<file path="src/isb_pkg.sv">
// Package for the interleaved SRAM burst address block: constants, states and carriers
package isb_pkg;
    // Upper counter width (address bits five to nine)
    localparam int UPPER_W = 5;
    // Lower counter width (address bits two to four)
    localparam int LOWER_W = 3;
    // Position of the upper counter's lowest bit in the word address
    localparam int UPPER_LSB = 5;
    // Position of the lower counter's lowest bit in the word address
    localparam int LOWER_LSB = 2;
    // Reset values
    localparam logic [UPPER_W-1:0] UPPER_RST = 5'h00;
    localparam logic [LOWER_W-1:0] LOWER_RST = 3'h0;
    localparam logic CE_RST = 1'h0;
    // Cycles from end of decode to first word, and total initial access
    localparam int FIRST_WORD_CYC = 2;
    localparam int INITIAL_ACCESS_CYC = 3;
    // Cycles per later burst word
    localparam int BURST_WORD_CYC = 1;

    // Access sequencer states
    typedef enum logic [1:0] {
        ISB_IDLE = 2'b00,
        ISB_ACCESS = 2'b01,
        ISB_BURST = 2'b10
    } isb_state_e;

    // Processor request group
    typedef struct packed {
        logic instr_fetch_req;
        logic instr_burst_req;
        logic [31:0] addr;
    } isb_req_s;

    // Memory side address group
    typedef struct packed {
        logic [UPPER_W-1:0] upper;
        logic [LOWER_W-1:0] lower;
        logic bank_ce;
    } isb_mem_s;
endpackage

</file>
<file path="src/isb_burst_ctrl.sv">
// Decode-then-burst controller for a two-bank interleaved instruction SRAM
// Function
// Load strobe copies incoming address bits into upper counter regardless of count.
// Without load or count, upper counter bits hold their value.
// Counting ripples: bit toggles when carry-in and all lower bits high.
// Bank chip-enable latches decoded select on load, holds otherwise.
// One decode cycle, address loaded at its end, burst starts next clock.
// First word arrives two cycles after decode; three cycles overall.
// Later burst words come one per cycle, alternating banks.
// Processor drives request and address in cycle one, burst request late.
// Decode asserts instruction memory select when address is in range.
// Count enable when registered burst request meets burst-acknowledge state.
// Upper carry-in comes from the lower counter's carry-out.
`timescale 1ns/1ps
`default_nettype none
module isb_burst_ctrl #(
    parameter logic [31:0] MEM_BASE = 32'h0000_0000,
    parameter logic [31:0] MEM_MASK = 32'hFFFF_F000
) (
    input wire logic mclk,
    input wire logic rst,
    input wire logic ce_in,
    input wire isb_pkg::isb_req_s req,
    output logic instr_mem_sel,
    output logic instr_ready,
    output logic bank_oe_even,
    output logic bank_oe_odd,
    output isb_pkg::isb_mem_s mem
);
    import isb_pkg::*;

    // ==========================================
    // Decode
    // ==========================================
    // Address lies inside this instruction memory
    function automatic logic in_range(input logic [31:0] a);
        return (a & MEM_MASK) == (MEM_BASE & MEM_MASK);
    endfunction

    logic decode_hit;
    // Combinational select seen during the decode cycle, see
    assign decode_hit = req.instr_fetch_req && in_range(req.addr);

    // ==========================================
    // Sequencer
    // ==========================================
    isb_state_e state_ff;
    isb_state_e nxt_state_ff;
    logic instr_burst_ack_ff;
    logic nxt_instr_burst_ack_ff;
    logic burst_req_d_ff;
    logic nxt_burst_req_d_ff;
    logic sel_ff;
    logic nxt_sel_ff;
    logic ready_ff;
    logic nxt_ready_ff;
    logic oe_even_ff;
    logic nxt_oe_even_ff;
    logic oe_odd_ff;
    logic nxt_oe_odd_ff;
    logic [LOWER_W-1:0] lower_ff;
    logic [LOWER_W-1:0] nxt_lower_ff;

    logic addr_load_strobe;
    logic addr_advance_en;
    logic upper_carry_in;

    // Load at the end of the decode cycle while idle, see
    assign addr_load_strobe = decode_hit && (state_ff == ISB_IDLE);
    // Count on registered burst request in burst-ack state, see
    assign addr_advance_en = burst_req_d_ff && instr_burst_ack_ff;
    // Lower counter carry-out feeds the upper counter, see
    assign upper_carry_in = &lower_ff;

    // Next-state and output computation
    always_comb begin
        nxt_state_ff = state_ff;
        nxt_instr_burst_ack_ff = instr_burst_ack_ff;
        nxt_burst_req_d_ff = req.instr_burst_req;
        nxt_sel_ff = decode_hit;
        nxt_lower_ff = lower_ff;
        unique case (state_ff)
            ISB_IDLE: begin
                if (addr_load_strobe) begin
                    nxt_state_ff = ISB_ACCESS;
                end
            end
            ISB_ACCESS: begin
                // First bank access occupies this cycle and the next, see
                nxt_state_ff = ISB_BURST;
                nxt_instr_burst_ack_ff = 1'b1;
            end
            ISB_BURST: begin
                if (!burst_req_d_ff) begin
                    if (!req.instr_burst_req) begin
                        nxt_state_ff = ISB_IDLE;
                        nxt_instr_burst_ack_ff = 1'b0;
                    end
                end
            end
            default: begin
                nxt_state_ff = ISB_IDLE;
            end
        endcase
        // Lower counter loads with the address and steps on count
        if (addr_load_strobe) begin
            nxt_lower_ff = req.addr[LOWER_LSB +: LOWER_W];
        end else if (addr_advance_en) begin
            nxt_lower_ff = lower_ff + 3'h1;
        end
        // Ready once the first access completes, then one word per cycle, see
        // Every counter step presents a fresh word, so no counted word goes unannounced
        nxt_ready_ff = (state_ff == ISB_ACCESS) || addr_advance_en;
        // Bank enables follow the word address parity, alternating, see
        nxt_oe_even_ff = nxt_ready_ff && !nxt_lower_ff[0];
        nxt_oe_odd_ff = nxt_ready_ff && nxt_lower_ff[0];
    end

    // Sequencer registers
    always_ff @(posedge mclk or posedge rst) begin
        if (rst) begin
            state_ff <= ISB_IDLE;
            instr_burst_ack_ff <= 1'b0;
            burst_req_d_ff <= 1'b0;
            sel_ff <= 1'b0;
            ready_ff <= 1'b0;
            oe_even_ff <= 1'b0;
            oe_odd_ff <= 1'b0;
            lower_ff <= LOWER_RST;
        end else if (ce_in) begin
            state_ff <= nxt_state_ff;
            instr_burst_ack_ff <= nxt_instr_burst_ack_ff;
            burst_req_d_ff <= nxt_burst_req_d_ff;
            sel_ff <= nxt_sel_ff;
            ready_ff <= nxt_ready_ff;
            oe_even_ff <= nxt_oe_even_ff;
            oe_odd_ff <= nxt_oe_odd_ff;
            lower_ff <= nxt_lower_ff;
        end
    end

    // ==========================================
    // Upper counter
    // ==========================================
    // Upper address bits and bank chip-enable, see
    isb_upper_counter u_upper (
        .mclk(mclk),
        .rst(rst),
        .ce_in(ce_in),
        .addr_load_strobe(addr_load_strobe),
        .addr_advance_en(addr_advance_en),
        .upper_carry_in(upper_carry_in),
        .decoded_mem_sel(decode_hit),
        .addr_in(req.addr[UPPER_LSB +: UPPER_W]),
        .upper_q(mem.upper),
        .bank_ce(mem.bank_ce)
    );

    // Registered outputs
    assign mem.lower = lower_ff;
    assign instr_mem_sel = sel_ff;
    assign instr_ready = ready_ff;
    assign bank_oe_even = oe_even_ff;
    assign bank_oe_odd = oe_odd_ff;
endmodule // isb_burst_ctrl
`default_nettype wire

</file>
<file path="src/isb_upper_counter.sv">
// Upper address counter bits with the bank chip-enable latch
`timescale 1ns/1ps
`default_nettype none
module isb_upper_counter (
    input wire logic mclk,
    input wire logic rst,
    input wire logic ce_in,
    input wire logic addr_load_strobe,
    input wire logic addr_advance_en,
    input wire logic upper_carry_in,
    input wire logic decoded_mem_sel,
    input wire logic [isb_pkg::UPPER_W-1:0] addr_in,
    output logic [isb_pkg::UPPER_W-1:0] upper_q,
    output logic bank_ce
);
    import isb_pkg::*;

    logic [UPPER_W-1:0] upper_ff;
    logic [UPPER_W-1:0] nxt_upper_ff;
    logic ce_ff;
    logic nxt_ce_ff;

    // Ripple chain: a bit toggles when carry-in and all lower bits are high
    always_comb begin
        logic chain;
        chain = upper_carry_in;
        nxt_upper_ff = upper_ff;
        nxt_ce_ff = ce_ff;
        if (addr_load_strobe) begin
            nxt_upper_ff = addr_in;
            nxt_ce_ff = decoded_mem_sel;
        end else if (addr_advance_en) begin
            for (int i = 0; i < UPPER_W; i++) begin
                nxt_upper_ff[i] = upper_ff[i] ^ chain;
                chain = chain & upper_ff[i];
            end
        end
        // Neither load nor count: hold, see
    end

    // State registers
    always_ff @(posedge mclk or posedge rst) begin
        if (rst) begin
            upper_ff <= UPPER_RST;
            ce_ff <= CE_RST;
        end else if (ce_in) begin
            upper_ff <= nxt_upper_ff;
            ce_ff <= nxt_ce_ff;
        end
    end

    assign upper_q = upper_ff;
    assign bank_ce = ce_ff;
endmodule // isb_upper_counter
`default_nettype wire

</file>
<file path="config.mk">
export PLATFORM = sky130hd
export DESIGN_NAME = isb_burst_ctrl
export DESIGN_NICKNAME = d
export VERILOG_FILES = /design/src/isb_pkg.sv /design/src/isb_burst_ctrl.sv /design/src/isb_upper_counter.sv
export SDC_FILE = /design/constraint.sdc
export NUM_CORES = 1
export LEC_CHECK = 0
export BUFFER_PORTS_ARGS = -buffer_cell sky130_fd_sc_hd__buf_2
export CAP_MARGIN = 20
export CORE_ASPECT_RATIO = 1.5
export CORE_UTILIZATION = 40
export DETAILED_ROUTE_END_ITERATION = 16
export MAX_ROUTING_LAYER = met4
export PLACE_DENSITY = 0.71
export SLEW_MARGIN = 20
export SYNTH_ARGS = -nofsm -noshare
export SYNTH_HDL_FRONTEND = slang
export SYNTH_SLANG_ARGS = --single-unit
</file>
<file path="constraint.sdc">
create_clock -name mclk -period 2 [get_ports mclk]
set_input_delay 0.1 -clock mclk [delete_from_list [all_inputs] [get_ports mclk]]
set_output_delay 0.1 -clock mclk [all_outputs]
set_load 0.02 [all_outputs]
</file>
Word level (Yosys, flattened, before mapping)

Index checks and enable logic that the tools add are counted.

Register bits after elaboration: 17
Input port bits: 37
Output and inout port bits: 13
Word-level logic and storage cells: 53

$add $sub $neg: 1
Eq/ne operators: 5
Muxes and demuxes: 11
Bitwise operators: 9
Reduce and logical (&&, ||, !) cells: 16

Operators by type and width:

| kind                                                             | count |
|---|---|
| 32-bit logical NOT                                               | 1 |
| 5-bit 2-to-1 mux                                                 | 2 |
| 4-bit AND reduction                                              | 2 |
| 2-bit 2-to-1 mux                                                 | 3 |
| 3-bit 2-to-1 mux                                                 | 2 |
| 2-bit inequality test (second input constant)                    | 3 |
| 2-bit one-hot mux with 3 select lines                            | 1 |
| 1-bit logical AND                                                | 5 |
| 1-bit XOR                                                        | 5 |
| 1-bit bitwise AND                                                | 4 |
| 2-bit AND reduction                                              | 2 |
| 2-bit nonzero test                                               | 2 |
| 3-bit by 1-bit adder with 3-bit output (second input constant)   | 1 |
| 3-bit AND reduction                                              | 1 |
| 2-bit by 1-bit == test with 1-bit output (second input constant) | 1 |
| 2-bit == test (second input constant)                            | 1 |
| 2-bit logical NOT                                                | 1 |
| 1-bit 2-to-1 mux                                                 | 2 |
| 1-bit one-hot mux with 2 select lines                            | 1 |
| 1-bit logical NOT                                                | 1 |
| 1-bit logical OR                                                 | 1 |

Longest topological paths before layout

Depth after elaboration: 8
Depth in mapped cells: 9
Gate-level depth less buffers: 9

Modules after synthesis

A second synthesis with hierarchy kept.

Cell total of the unflattened synthesis: 110
Area, all modules: 1093.5 um^2

Modules (own cells, without submodules):

| module            | instances | cells each | area an instance (um^2) | sequential area each (um^2) |
|---|---|---|---|---|
| isb_burst_ctrl    | 1         | 71         | 701.9                   | 275.3 |
| isb_upper_counter | 1         | 39         | 391.6                   | 150.1 |

Least setup slack after synthesis

Ideal clock, no wire load.

Path kind: reg2reg
Start point: register lower_ff[0]
End point: register u_upper.upper_ff[3] (netlist: u_upper.upper_q[3])
Library setup time: 0.123 ns
Arrival time: 1.914 ns
Slack: -0.037 ns
Stages on the path, launching flop included: 10
Period minus slack after synthesis: 2.037 ns
Path through: dfrtp_1 ha_1 ha_1 ha_1 ha_1 ha_1 ha_1 nor2_1 o21ai_0 o221a_1

Cells in the longest elaborated chain, start to end: 7

Ends and longest elaborated chain:

| item                           | line                    | text |
|---|---|---|
| start, declared                | isb_burst_ctrl.sv:61    | `logic [LOWER_W-1:0] lower_ff;` |
| start signal, assigned         | isb_burst_ctrl.sv:138   | `lower_ff <= nxt_lower_ff;` |
| 3-bit AND reduction            | isb_burst_ctrl.sv:73    | `assign upper_carry_in = &lower_ff;` |
| 1-bit bitwise AND (3 in a row) | isb_upper_counter.sv:35 | `chain = chain & upper_ff[i];` |
| 1-bit XOR                      | isb_upper_counter.sv:34 | `nxt_upper_ff[i] = upper_ff[i] ^ chain;` |
| 5-bit 2-to-1 mux               | isb_upper_counter.sv:32 | `end else if (addr_advance_en) begin` |
| 5-bit 2-to-1 mux               | isb_upper_counter.sv:29 | `if (addr_load_strobe) begin` |
| end signal, assigned           | isb_upper_counter.sv:47 | `upper_ff <= nxt_upper_ff;` |
| end, declared                  | isb_upper_counter.sv:18 | `logic [UPPER_W-1:0] upper_ff;` |

Every way passes these cells. The select of a mux whose other input is x is not followed.
A chain may end at the register's enable or synchronous reset.

Worst setup path after layout

Start point: register lower_ff[1]
End point: register u_upper.upper_ff[3] (netlist: u_upper.upper_q[3])

Same word-level chain as after synthesis.

==> impl_metrics.toml <==
[route]
routed_wl_mm = 2.21
first_pass_iters = 4
drtIter0Drc = 24
antenna_left = 0
wl_per_cell_um = 13.1
viasPerCell = 5.56
num_vias = 939
route.detailed.drc = 0

[critical_path]
cp_data_arrival_time_ps = 2090
r2r_setup_slack_ps = 90
rr_worst_depth = 9
cp_cell_sequence = "ha_2, ha_1, ha_2, ha_2, ha_2, ha_1, nor2_1, o21ai_1, o221a_1"
crit_slowest_cell = "dfrtp_1"
crit_path_frequent_cell = "ha_2"
critical_path_required_ps = 2180
cp_max_fo = 3
crit_start = "lower_ff[1]"
crit_family = "adder cells"
regToRegEndpoint = "u_upper.upper_q[3]"
cp_num_buf_inv = 0
cpPeakStageDelay_ps = 420
path_class = "reg2reg"
r2r_start = "lower_ff[1]"
worstSetupEndpointType = "flip-flop"
start_kind = "flip-flop"

[final_layout]
synthToLayoutAreaGrowth_pct = 29.7
num_antenna_cells = 0
final_nets = 190
fillers = 228
layout-drive-gt1-share = 0.432

[timing]
finalHoldViolations = 0
max_freq_mhz = 524
finalMaxSlewViolations = 0
relSlewSlack = 0.563
finalCriticalPeriod_ps = 1910
skew_ps = 2.19
grt_setup_unrepaired = "no"
holdWs_ps = 68.8
setup_viol = 0
tns_ps = 0
worst_slew_pin_slew_ps = 655
period_share = 0.954

[global_route]
grt_overflow = 0
grt_pass1_wl_mm = 3.86
grt_max_degree = 18
first_global_vias = 951
grt_usage = 0.190
antenna_found_initial = 0

[synthesis]
synth_top_area_frac = 0.427
syn_inst = 98
ys_warn_count = 0
syn-num-nets = 141
avgSynthCellArea_um2 = 10.2
synthTopCellsByArea = "dfrtp_1 43%, ha_1 7.5%, o221a_1 6.8%"
ys_seq_area_frac = 0.427
synth_cell_types = 35
syn_area_um2 = 997
synth_top_cell_by_area = "dfrtp_1"
synth_seq_cells = 17

[power_and_ir_drop]
ir_worst_vdd_v = 0.000484
p_leak_nw = 0.652
cellPowerDensity_nw_per_um2 = 813

[floorplan]
core_area_um2 = 2290
fp.dieH_um = 63.2
start_util = 0.436
fp.dieW_um = 42.8
die_area_um2 = 2700
ioPinCount = 50
num_rows = 21

[outcome]
status = "finished, final reports clean"

[placement]
dpl.hpwl_mm = 1.75
gp_congestion = 0.845
io_buffers = 45

[cts]
cts_tree = "built"
root_buffer = "clkbuf_4"
path_clk_slew_ps = 90
numCtsBuffers = 3
cts.sinks = 17
clk_path_buf_depth = 2
h-tree-depth = 1
clk_latency_ps = 280

[run]
cap_violations = 0

[min_path]
hold_path.class = "in2reg"
hold_depth = 2
hold_path_startpoint = "req[9]"
min_to = "u_upper.upper_q[4]"
[placed cells by master (no fill, tap or decap), types with 2 or more instances in the layout]
cell and instances:
o21ai_0 8, and3_1 2, dfrtp_1 16, o221a_1 6, a21oi_1 3, o211ai_1 2
nand3_1 3, clkbuf_4 3, ha_2 4, or2_1 2, nor2_1 10, o221ai_1 2
ha_1 2, nand2_1 6, nor4_2 2, o21ai_1 2, buf_4 3, buf_2 45
inv_1 5
[logic make-up after synthesis]
kind of cell / after synthesis / share of synthesized area
AOI/OAI and AO/OA: 29 / 0.216
muxes: 1 / 0.0113
xor gates and xnor gates: 1 / 0.00878
and+or+nand+nor: 34 / 0.212
DFF: 17 / 0.427
adders and majority gates: 6 / 0.0753
buffers and inverters: 10 / 0.0502
[sequential cells by signal (all words and copies together), names as in the netlist]
register / count
bank_oe_even: 1
bank_oe_odd: 1
burst_req_d_ff: 1
instr_burst_ack_ff: 1
instr_mem_sel: 1
instr_ready: 1
lower_ff: 3
state_ff: 2
u_upper.bank_ce: 1
u_upper.upper_q: 5
[per-stage QoR]
step	util	total power, mW	area, um^2	setup slack, ps	instances
5_1_grt	0.566	1.14	1290	17.9	169
3_3_place_gp	0.545	0.863	1250	48.3	164
4_1_cts	0.561	1.06	1280	10.3	169
3_5_place_dp	0.545	0.877	1250	1.83	164
6_report	0.566	1.05	1290	91.9	169
2_1_floorplan	-	0.720	1000	17.5	98
[worst max path at each step]
stage	end	slack, ps	cells after the start
after floorplan	u_upper.upper_q[3]	20	9
after global placement	u_upper.upper_q[3]	50	9
after detailed placement	u_upper.upper_q[3]	2	9
after CTS	u_upper.upper_q[3]	10	9
after global routing	u_upper.upper_q[4]	20	9
final	u_upper.upper_q[3]	90	9
[cell usage after synthesis (all sizes together)]
library cell,number
dfrtp,17
o21ai,11
nor2,10
ha,6
nand2,6
o221a,6
inv,5
nor4,4
a21oi,3
buf,3
nand3,3
and3,2
clkbuf,2
nand4,2
o211ai,2
o221ai,2
or2,2
a21o,1
a221o,1
and2,1
mux2,1
nand2b,1
nand3b,1
nor3,1
nor4b,1
o211a,1
o2bb2ai,1
o41ai,1
xnor2,1
[worst reg2reg max path: cells and delay by family, from the launching register on]
kind | cells | cell delay, ps
AOI/OAI and AO/OA | 2 | 200
DFF | 1 | 420
adders and majority gates | 6 | 1110
and+or+nand+nor | 1 | 80
[per-layer routing]
layer  global-route usage  routed length, um
met1                0.202                881
met2                0.314               1160
met3               0.0287                131
met4                0.129                 40
met5                    -                  0
[area by class of cell]
| type | instances | area, um^2 | area share |
|---|---|---|---|
| clock buffer | 4 | 26.3 | 0.0203 |
| tap | 23 | 28.8 | 0.0222 |
| inverter | 5 | 18.8 | 0.0145 |
| multi-input combinational | 71 | 536 | 0.414 |
| sequential | 17 | 427 | 0.330 |
| timing repair buffer | 49 | 258 | 0.199 |
[power by group]
| part | internal, mW | switching (mW) |
|---|---|---|
| registers | 0.420 | 0.0600 |
| clock network | 0.0775 | 0.103 |
| logic | 0.181 | 0.211 |
[timing repair]
action / 4_1_cts / 5_1_grt
setup buffers: 0 / 0
setup endpoints to repair: 1 / 2
gates cloned: 0 / 0
hold buffers: 1 / 0
pin swaps: 0 / 1
hold endpoints to repair: 17 / 0
gates resized for setup: 1 / 5
No activity file was read; power rests on OpenSTA's default activity.
